===== config.mk =====
export PLATFORM = sky130hd
export DESIGN_NAME = otp_osc_ctrl
export DESIGN_NICKNAME = d
export VERILOG_FILES = /design/src/otp_pkg.sv /design/src/otp_osc_ctrl.sv
export SDC_FILE = /design/constraint.sdc
export NUM_CORES = 1
export LEC_CHECK = 0
export BUFFER_PORTS_ARGS = -buffer_cell sky130_fd_sc_hd__buf_2
export CAP_MARGIN = 20
export CORE_UTILIZATION = 45
export CTS_CLUSTER_SIZE = 25
export DETAILED_ROUTE_END_ITERATION = 7
export GPL_TIMING_DRIVEN = 0
export PLACE_DENSITY = 0.73
export SLEW_MARGIN = 25
export SYNTH_ARGS = -nofsm -noshare
export SYNTH_HDL_FRONTEND = slang
export SYNTH_SLANG_ARGS = --single-unit

===== constraint.sdc =====
create_clock -name sys_clk -period 7.55 [get_ports sys_clk]
set_clock_uncertainty 0.15 [all_clocks]
set_input_delay 1.51 -clock sys_clk [delete_from_list [all_inputs] [get_ports sys_clk]]
set_output_delay 1.51 -clock sys_clk [all_outputs]
set_load 0.02 [all_outputs]

===== src/otp_pkg.sv =====
// ==========================================================
// shared constants for the oscillator tune / pll control
package otp_pkg;

  // ========================================================
  // register byte offsets
  localparam logic [3:0] OTP_TUNE_OFS   = 4'h0;  // osc_tuning_reg
  localparam logic [3:0] OTP_CTRL_OFS   = 4'h4;  // osc_control_reg
  localparam logic [3:0] OTP_CFG_OFS    = 4'h8;  // config_osc_field holder
  localparam logic [3:0] OTP_STAT_OFS   = 4'hC;  // live status, read only

  // ========================================================
  // field positions
  localparam int OTP_TUNE_MSB      = 5;   // signed trim value [5:0]
  localparam int OTP_PLL_ENABLE_BIT_BIT     = 6;   // pll_enable_bit
  localparam int OTP_LFSRC_BIT     = 7;   // low_freq_source_select
  localparam int OTP_FREQ_LSB      = 4;   // frequency select [6:4]
  localparam int OTP_STAT_PWR_BIT  = 8;
  localparam int OTP_STAT_LOCK_BIT = 9;
  localparam int OTP_STAT_CORE_BIT = 10;

  // ========================================================
  // reset values
  localparam logic [7:0] OTP_TUNE_RST = 8'h00;
  localparam logic [2:0] OTP_FREQ_RST = 3'h6;
  localparam logic [1:0] OTP_SCS_RST  = 2'h0;
  localparam logic [2:0] OTP_CFG_RST  = 3'h3;

  // ========================================================
  // pll qualifying codes
  localparam logic [1:0] OTP_SCS_PRIMARY = 2'h0;
  localparam logic [2:0] OTP_CFG_PLL_A   = 3'h3;
  localparam logic [2:0] OTP_CFG_PLL_B   = 3'h2;
  localparam logic [2:0] OTP_FREQ_8M     = 3'h7;
  localparam logic [2:0] OTP_FREQ_4M     = 3'h6;
  localparam logic [2:0] OTP_FREQ_LF     = 3'h0;
  localparam int         OTP_PLL_SHIFT   = 2;   // multiply by four

  // ========================================================
  // base clock in kHz per frequency select code
  localparam logic [15:0] OTP_FREQ_KHZ [0:7] = '{
    16'h001F, 16'h007D, 16'h00FA, 16'h01F4,
    16'h03E8, 16'h07D0, 16'h0FA0, 16'h1F40};
  localparam logic [15:0] OTP_PLL_MAX_KHZ = 16'h7D00;

  // ========================================================
  // timing
  localparam int OTP_CLK_PERIOD_NS = 8;
  localparam int OTP_LOCK_NS       = 2000000;
  localparam int OTP_LOCK_CYC      = OTP_LOCK_NS / OTP_CLK_PERIOD_NS;
  localparam int OTP_GLIDE_NS      = 1000;
  localparam int OTP_GLIDE_CYC     = OTP_GLIDE_NS / OTP_CLK_PERIOD_NS;

  // ========================================================
  // pll sequencer states, one-hot
  typedef enum logic [2:0] {
    OTP_PLL_OFF  = 3'b001,
    OTP_PLL_LOCK = 3'b010,
    OTP_PLL_ON   = 3'b100
  } otp_pll_state_t;

endpackage


===== src/otp_osc_ctrl.sv =====
`timescale 1ns/1ps
// Operation
// - a new tuning value makes the fast oscillator glide to it with no done flag.
// - the low-frequency source select picks which oscillator gives the 31 kHz clock.
// - the pll multiplies the fast oscillator by four, 32 MHz at most.
// - bit 6 of the tuning register enables the pll when set, disables when clear.
// - the pll runs only with source select 00 and config field 011 or 010.
// - the pll runs only with frequency select 111 or 110 (8 or 4 MHz).
// - enabling the pll keeps the core on its old clock for up to 2 ms of lock time.
// - after lock the core moves to the pll clock by itself.
// - the fast oscillator gives 8.0 MHz at the calibrated (zero) trim.
// - tuning touches only the fast oscillator, never the slow rc.
// - a lower tuning value slows the fast oscillator, a higher one speeds it up.
module otp_osc_ctrl #(
  parameter int LOCK_CYCLES = otp_pkg::OTP_LOCK_CYC
) (
  // clock and reset
  input  wire logic        sys_clk,
  input  wire logic        rst_n,
  // ahb-lite slave
  input  wire logic        hsel,
  input  wire logic [31:0] haddr,
  input  wire logic [1:0]  htrans,
  input  wire logic        hwrite,
  input  wire logic [2:0]  hsize,
  input  wire logic [31:0] hwdata,
  input  wire logic        hready,
  output logic      [31:0] hrdata,
  output logic             hreadyout,
  output logic             hresp,
  // oscillator and clock tree controls
  output logic      [5:0]  fast_osc_trim,
  output logic             low_freq_from_fast,
  output logic             pll_power,
  output logic             pll_locked,
  output logic             core_on_pll,
  output logic      [15:0] core_clk_khz
);

  // ========================================================
  // register state
  logic [5:0]  tune_target;
  logic        pll_enable_bit;
  logic        low_freq_source_select;
  logic [2:0]  freq_sel;
  logic [1:0]  clock_source_select;
  logic [2:0]  config_osc_field;
  logic [5:0]  trim_level;
  logic [6:0]  glide_cnt;
  logic [17:0] lock_cnt;
  otp_pkg::otp_pll_state_t pll_state;
  otp_pkg::otp_pll_state_t next_pll_state;

  // ========================================================
  // bus data-phase capture
  logic        dp_write;
  logic [3:0]  dp_addr;
  logic        dp_hit;

  // address phase decode; the low nibble selects a register, haddr[31:4] and haddr[1:0] must be zero
  wire         addr_accept = hsel & htrans[1] & hready;
  wire         addr_hit    = (haddr[31:4] == 28'h0000000) && (haddr[1:0] == 2'b00);
  wire         wr_tune     = dp_write & dp_hit & (dp_addr == otp_pkg::OTP_TUNE_OFS);
  wire         wr_ctrl     = dp_write & dp_hit & (dp_addr == otp_pkg::OTP_CTRL_OFS);
  wire         wr_cfg      = dp_write & dp_hit & (dp_addr == otp_pkg::OTP_CFG_OFS);

  // zero wait states, always okay
  assign hreadyout = 1'b1;
  assign hresp     = 1'b0;

  // read view of each register, unmapped offsets read zero
  wire [31:0] rd_tune = {24'h000000, low_freq_source_select, pll_enable_bit, 1'b0, 5'h00}
                        | {26'h0000000, tune_target};
  wire [31:0] rd_ctrl = {25'h0000000, freq_sel, 2'b00, clock_source_select};
  wire [31:0] rd_cfg  = {29'h00000000, config_osc_field};
  wire [31:0] rd_stat = {21'h000000, core_on_pll, pll_locked, pll_power, 2'b00, trim_level};
  wire [31:0] rd_mux  = !addr_hit                              ? 32'h00000000 :
                        (haddr[3:0] == otp_pkg::OTP_TUNE_OFS) ? rd_tune :
                        (haddr[3:0] == otp_pkg::OTP_CTRL_OFS) ? rd_ctrl :
                        (haddr[3:0] == otp_pkg::OTP_CFG_OFS)  ? rd_cfg  : rd_stat;

  // latch the address phase for the following data phase
  always_ff @(posedge sys_clk) begin
    if (!rst_n) begin
      dp_write <= 1'b0;
      dp_addr  <= 4'h0;
      dp_hit   <= 1'b0;
    end else begin
      dp_write <= addr_accept & hwrite;
      dp_addr  <= haddr[3:0];
      dp_hit   <= addr_hit;
    end
  end

  // read data is sampled at the address phase so it stands from a flop
  always_ff @(posedge sys_clk) begin
    if (!rst_n) begin
      hrdata <= 32'h00000000;
    end else if (addr_accept & ~hwrite) begin
      hrdata <= rd_mux;
    end
  end

  // ========================================================
  // software registers
  always_ff @(posedge sys_clk) begin
    if (!rst_n) begin
      tune_target            <= otp_pkg::OTP_TUNE_RST[otp_pkg::OTP_TUNE_MSB:0];
      pll_enable_bit         <= otp_pkg::OTP_TUNE_RST[otp_pkg::OTP_PLL_ENABLE_BIT_BIT];
      low_freq_source_select <= otp_pkg::OTP_TUNE_RST[otp_pkg::OTP_LFSRC_BIT];
    end else if (wr_tune) begin
      tune_target            <= hwdata[otp_pkg::OTP_TUNE_MSB:0];
      pll_enable_bit         <= hwdata[otp_pkg::OTP_PLL_ENABLE_BIT_BIT];
      low_freq_source_select <= hwdata[otp_pkg::OTP_LFSRC_BIT];
    end
  end

  // clock selection fields; the config field is writable here as well
  always_ff @(posedge sys_clk) begin
    if (!rst_n) begin
      freq_sel            <= otp_pkg::OTP_FREQ_RST;
      clock_source_select <= otp_pkg::OTP_SCS_RST;
      config_osc_field    <= otp_pkg::OTP_CFG_RST;
    end else begin
      if (wr_ctrl) begin
        freq_sel            <= hwdata[otp_pkg::OTP_FREQ_LSB +: 3];
        clock_source_select <= hwdata[1:0];
      end
      if (wr_cfg) begin
        config_osc_field <= hwdata[2:0];
      end
    end
  end

  // ========================================================
  // trim glide: one step per glide period, no completion flag
  wire glide_tick = (glide_cnt == 7'(otp_pkg::OTP_GLIDE_CYC - 1));
  wire trim_below = $signed(trim_level) < $signed(tune_target);
  wire trim_above = $signed(trim_level) > $signed(tune_target);

  // the step cadence runs freely so a retarget never restarts it
  always_ff @(posedge sys_clk) begin
    if (!rst_n) begin
      glide_cnt <= 7'h00;
    end else begin
      glide_cnt <= glide_tick ? 7'h00 : glide_cnt + 7'h01;
    end
  end

  // higher trim is a faster oscillator, lower is slower
  always_ff @(posedge sys_clk) begin
    if (!rst_n) begin
      trim_level <= otp_pkg::OTP_TUNE_RST[otp_pkg::OTP_TUNE_MSB:0];
    end else if (glide_tick & trim_below) begin
      trim_level <= trim_level + 6'h01;
    end else if (glide_tick & trim_above) begin
      trim_level <= trim_level - 6'h01;
    end
  end

  // only the fast oscillator takes the trim; the slow rc has no trim path
  assign fast_osc_trim = trim_level;

  // ========================================================
  // pll qualification and lock sequencing
  wire mode_ok  = (clock_source_select == otp_pkg::OTP_SCS_PRIMARY) &&
                  ((config_osc_field == otp_pkg::OTP_CFG_PLL_A) ||
                   (config_osc_field == otp_pkg::OTP_CFG_PLL_B));
  wire freq_ok  = (freq_sel == otp_pkg::OTP_FREQ_8M) ||
                  (freq_sel == otp_pkg::OTP_FREQ_4M);
  wire pll_run  = pll_enable_bit & mode_ok & freq_ok;
  wire lock_end = (lock_cnt == 18'(LOCK_CYCLES - 1));

  // losing any qualifier drops straight back to the plain clock
  always_comb begin
    next_pll_state = pll_state;
    case (pll_state)
      otp_pkg::OTP_PLL_OFF: begin
        if (pll_run) begin
          next_pll_state = otp_pkg::OTP_PLL_LOCK;
        end
      end
      otp_pkg::OTP_PLL_LOCK: begin
        if (!pll_run) begin
          next_pll_state = otp_pkg::OTP_PLL_OFF;
        end else if (lock_end) begin
          next_pll_state = otp_pkg::OTP_PLL_ON;
        end
      end
      otp_pkg::OTP_PLL_ON: begin
        if (!pll_run) begin
          next_pll_state = otp_pkg::OTP_PLL_OFF;
        end
      end
      default: begin
        next_pll_state = otp_pkg::OTP_PLL_OFF;
      end
    endcase
  end

  // state register and lock timer; core stays on its old clock meanwhile
  always_ff @(posedge sys_clk) begin
    if (!rst_n) begin
      pll_state <= otp_pkg::OTP_PLL_OFF;
      lock_cnt  <= 18'h00000;
    end else begin
      pll_state <= next_pll_state;
      lock_cnt  <= (pll_state == otp_pkg::OTP_PLL_LOCK) ? lock_cnt + 18'h00001 : 18'h00000;
    end
  end

  assign pll_power   = (pll_state != otp_pkg::OTP_PLL_OFF);
  assign pll_locked  = (pll_state == otp_pkg::OTP_PLL_ON);
  assign core_on_pll = (pll_state == otp_pkg::OTP_PLL_ON);

  // ========================================================
  // core frequency report
  function automatic logic [15:0] OTP_FREQ_SEL_KHZ(input logic [2:0] sel);
    OTP_FREQ_SEL_KHZ = otp_pkg::OTP_FREQ_KHZ[sel];
  endfunction

  wire [15:0] base_khz = OTP_FREQ_SEL_KHZ(freq_sel);
  wire [15:0] pll_khz  = base_khz << otp_pkg::OTP_PLL_SHIFT;

  // low band source pick; fast-derived when the select bit is set
  assign low_freq_from_fast = (freq_sel == otp_pkg::OTP_FREQ_LF) &
                              low_freq_source_select;

  always_ff @(posedge sys_clk) begin
    if (!rst_n) begin
      core_clk_khz <= otp_pkg::OTP_FREQ_KHZ[otp_pkg::OTP_FREQ_RST];
    end else begin
      core_clk_khz <= (pll_state == otp_pkg::OTP_PLL_ON) ? pll_khz : base_khz;
    end
  end

  // ========================================================
  // checks
  localparam int GLIDE_WAIT = 126;
endmodule


* After elaboration in Yosys (flattened, before gate mapping)
Memory sizes are Yosys's and may differ from the RTL's.
Cells that the tools add are included.
** Word-level totals
- ROM bits :: 128
- Memories kept :: 1
- Logic and storage cells :: 87
- Bits in registers :: 104
** Memories
- (name not given) :: words 8, bits a word 16, rd ports 1, clocked after Yosys merged registers in 0, wr ports 0, RTL line otp_osc_ctrl.sv:219 : OTP_FREQ_SEL_KHZ = otp_pkg::OTP_FREQ_KHZ[sel];
** Operators by class
- Mux-type cells :: 14
- Reduce and logical (&&, ||, !) cells :: 15
- Eq/ne operators :: 17
- Order comparisons :: 3
- Add/subtract/negate cells :: 4
- Bitwise gates (word level) :: 17
** Operator list (number)
- $mux 16 :: 3
- $mux 11 :: 4
- $logic_not 28->1 :: 1
- $add 18x1->18 const B :: 1
- $eq 18x18->1 const B :: 1
- $and 1x1->1 :: 13
- $mux 3 :: 4
- $mux 6 :: 2
- $eq 3x2->1 const B :: 3
- $eq 3x3->1 const B :: 3
- $pmux 3 s3 :: 1
- $eq 4x3->1 const B :: 2
- $eq 4x4->1 const B :: 2
- $logic_not 4->1 :: 2
- $or 8x6->8 :: 1
- $add 7x1->7 const B :: 1
- $eq 7x7->1 const B :: 1
- $add 6x1->6 const B :: 1
- $gt 6x6->1 :: 1
- $lt 6x6->1 :: 1
- $sub 6x1->6 const B :: 1
- $ge 4x4->1 const B :: 1
- $logic_not 2->1 :: 2
- $ne 2x2->1 const B :: 2
- 12 further kinds :: 16

* Depth between registers and ports, before layout
- Depth after elaboration :: 7
- Mapped depth :: 12
- Mapped depth without buffers :: 12

* Least setup slack after synthesis
Ideal clock, no wire load.
- Path type :: register to output
- Start :: register freq_sel[2]
- End :: output port low_freq_from_fast
- Data arrival time :: 1426 ps
- Cell stages (with the launch flop) :: 4
- Required time :: 5890 ps
- Slack :: 4464 ps
- Cells stage by stage :: dfxtp_1 > clkbuf_1 > clkbuf_1 > nor4b_1
** Between the ends
- Longest elaborated chain between the ends :: 2
** Ends and longest elaborated chain
- start, declared :: RTL line otp_osc_ctrl.sv:45 : logic [2:0] freq_sel;
- start signal, assigned :: RTL line otp_osc_ctrl.sv:121 : freq_sel <= otp_pkg::OTP_FREQ_RST;
- start signal, assigned :: RTL line otp_osc_ctrl.sv:126 : freq_sel <= hwdata[otp_pkg::OTP_FREQ_LSB +: 3];
- $logic_not 3->1 :: RTL line otp_osc_ctrl.sv:226 : assign low_freq_from_fast = (freq_sel == otp_pkg::OTP_FREQ_LF) &
- $and 1x1->1 :: RTL line otp_osc_ctrl.sv:226
- end, declared :: RTL line otp_osc_ctrl.sv:33 : output logic low_freq_from_fast,
Every way passes these cells.

* Final worst setup path
- Start :: register freq_sel[0]
- End :: output port low_freq_from_fast
Same word-level chain as after synthesis.

==> reports/results.ini <==
[outcome]
status = complete, no violations

[route]
ant_nets = 0
routedWlPerCell_um = 13.4
num_vias = 3383
drt_wl_total_um = 9010
via_per_inst = 5.04
drtIter0Drc = 133
remaining_drc_errors = 0
dr.pass1.iters = 4

[floorplan]
io_pins = 134
die_x_um = 95.5
die_area_um2 = 9120
die_y_um = 95.5
core_area_um2 = 8340
rows = 33
start_util_pct = 47.2

[worst_hold_path]
holdPathEnd = lock_cnt[0]
whs_path_depth = 1
hold_start = lock_cnt[0]
hp-class = flop to flop

[critical_path]
rrSetupSlack_ns = 4.43
timing.critical_path.required_ns = 5.89
r2r-start = fast_osc_trim[1]
cp-end-kind = output port
r2r-end = fast_osc_trim[5]
critPathMaxFanout = 10
r2r_cells = 11
arrival_ns = 1.80
worstSetupStartpointType = flop
worst-setup-path-type = flop to output port

[global_route]
grt_pass1_vias = 3141
grt_antenna_before_repair = 0
grt_max_degree = 14
grt_usage_pct = 21.0
grt_overflow = 0
grt_first_pass_wirelength_um = 14600

[synthesis]
syn_inst = 449
synth.distinct_cells = 61
ys_seq_area_share_pct = 41.2
synth_ff_type = dfxtp_1
yosysWarnings = 0
syn-cell-area_um2 = 3940
ys_seq_elements = 81
syn_avg_cell_area_um2 = 8.76
synth_edf_count = 0
ys_async_sr_fraction_pct = 0

[clock_tree]
clock_path_buffers = 2
cts_root_buffer = clkbuf_8
cts_buffers = 9
htreeDepth = 3
clkSinkCount = 81
cts_resized = 0
cts_tree = done
cts_setup_buffers = 0
insertion_delay_ns = 0.35
ctsHoldBuffers = 0
path_clk_slew_ns = 0.08

[sta]
maxSlewHeadroom_pct = 39.2
hold_viol = 0
post-route-period-util_pct = 45.8
min_period_ns = 3.46
fin_hold_ws_ns = 0.304
setup_viol = 0
fin_setup_tns_ns = 0
tightest_slew_ns = 0.907
rsz0062_at_grt = no
fmax_mhz = 289
drv_slew = 0

[finish]
n_antenna_cell = 0
drive_above_1_share_pct = 24.7
nFillCells = 785
fin_nets = 650
fin_area_um2 = 4750
synthToLayoutAreaGrowth_pct = 20.8

[pwr]
irDropWorstVdd_mv = 0.169
power_leakage_uw = 0.00208
cellPowerDensity_nw_per_um2 = 170

[place]
gp_congestion = 0.871
place_area_um2 = 4550
port_buffers = 80
hpwl_um = 6830

[job]
cap_viol_max_count = 0

## report_power, final
| group | switching (uW) | internal (uW) | leakage (uW) | total (uW) |
|---|---|---|---|---|
| Clock | 154 | 170 | 0.000102 | 324 |
| Combinational | 31.3 | 22.8 | 0.00132 | 54.1 |
| Sequential | 2.08 | 429 | 0.000654 | 431 |
| Total | 188 | 622 | 0.00208 | 809 |
## cell families (layout without fill, tap and decap cells)
family,count (synthesis),in the layout,synth area share [%]
AO/OA/AOI/OAI,55,55,9.25
AND/OR/NAND/NOR,187,187,24.4
other,2,24,0.191
multiplexers,26,26,6.65
XOR/XNOR,21,21,4.67
adder cells (fa/ha/maj),15,15,4.90
buffers and inverters,62,157,8.71
flip-flops,81,81,41.2
## per-stage QoR
step | instances | utilization, % | power (uW) | setup WS (ns)
finish | 671 | 57.0 | 809 | 4.09
global route | 671 | 57.0 | 839 | 3.99
global placement | 656 | 54.5 | 494 | 4.23
detailed placement | 656 | 54.5 | 495 | 4.14
CTS | 671 | 57.0 | 817 | 4.13
floorplan | 471 | - | 476 | 4.46
## synthesized netlist by cell type, drive strengths merged (2+ instances only)
cell type / number / share of area, %
a211o: 2 / 0.45
a211oi: 5 / 0.95
a21o: 4 / 0.76
a21oi: 15 / 1.9
a22oi: 2 / 0.38
a32oi: 5 / 1.1
and2: 4 / 0.64
and3: 5 / 0.79
buf: 32 / 5.9
clkbuf: 12 / 1.1
conb: 2 / 0.19
dfxtp: 81 / 41
ha: 13 / 4.1
inv: 18 / 1.7
mux2i: 25 / 6.4
nand2: 40 / 3.8
nand2b: 6 / 0.95
nand3: 14 / 1.9
nand4: 6 / 1.1
nor2: 68 / 6.6
nor2b: 6 / 0.95
nor3: 11 / 1.8
nor3b: 2 / 0.51
nor4: 12 / 2.6
o211ai: 3 / 0.57
o21a: 2 / 0.38
o21ai: 11 / 1.4
or2: 2 / 0.32
or3: 3 / 0.51
xnor2: 15 / 3.3
xor2: 6 / 1.3
## critical path: stages (launching register included)
cell and delay, ns:
dfxtp_1 0.30, clkbuf_1 0.18, clkbuf_1 0.27, nor4b_1 0.45, buf_2 0.24
## registers in the layout (all words and copies together) (netlist names), 2 cells and up
| name | count |
|---|---|
| lock_cnt | 18 |
| config_osc_field | 3 |
| fast_osc_trim | 6 |
| clock_source_select | 2 |
| dp_addr | 4 |
| glide_cnt | 7 |
| freq_sel | 3 |
| tune_target | 6 |
| hrdata | 10 |
| core_clk_khz | 15 |
| pll_state | 3 |
## per-layer routing
layer  wire [um]  track usage [%]  part of all wire, %
met5           0                0                    0
met4         148             7.09                  1.6
met3         438             5.98                  4.9
met2        4280             34.6                   47
met1        4140             26.3                   46
## worst max path at each step
| stage | from | slack, ns | depth (start not counted) | endpoint |
|---|---|---|---|---|
| after floorplan | freq_sel[2] | 4.46 | 3 | low_freq_from_fast |
| after global placement | haddr[25] | 4.23 | 6 | hrdata[1] |
| after detailed placement | haddr[18] | 4.14 | 6 | hrdata[0] |
| after CTS | freq_sel[0] | 4.13 | 4 | low_freq_from_fast |
| after global routing | freq_sel[0] | 3.99 | 4 | low_freq_from_fast |
| final | freq_sel[0] | 4.09 | 4 | low_freq_from_fast |
## placed cells by master, fill, tap and decap left out, types with 4 or more instances in the layout
cell type,instances
a211oi_1,5
a21o_1,4
a21oi_1,15
a32oi_1,5
and2_1,4
and3_1,5
buf_2,81
buf_4,27
clkbuf_1,12
clkbuf_8,11
conb_1,24
dfxtp_1,81
ha_1,13
inv_1,17
mux2i_1,25
nand2_1,40
nand2b_1,6
nand3_1,13
nand4_1,5
nor2_1,67
nor2b_1,6
nor3_1,8
nor4_1,9
o21ai_0,10
xnor2_1,15
xor2_1,6
## layout make-up
type	count	area [um2]	share of cell area, %
multi-input combinational	328	2050	43.2
sequential	81	1620	34.1
timing repair buffer	80	400	8.43
buffer	44	275	5.79
clock buffer	11	151	3.19
tap	105	131	2.76
inverter	18	67.6	1.42
clock inverter	4	51.3	1.08
Note: power is estimated with default switching activity, not from simulation.
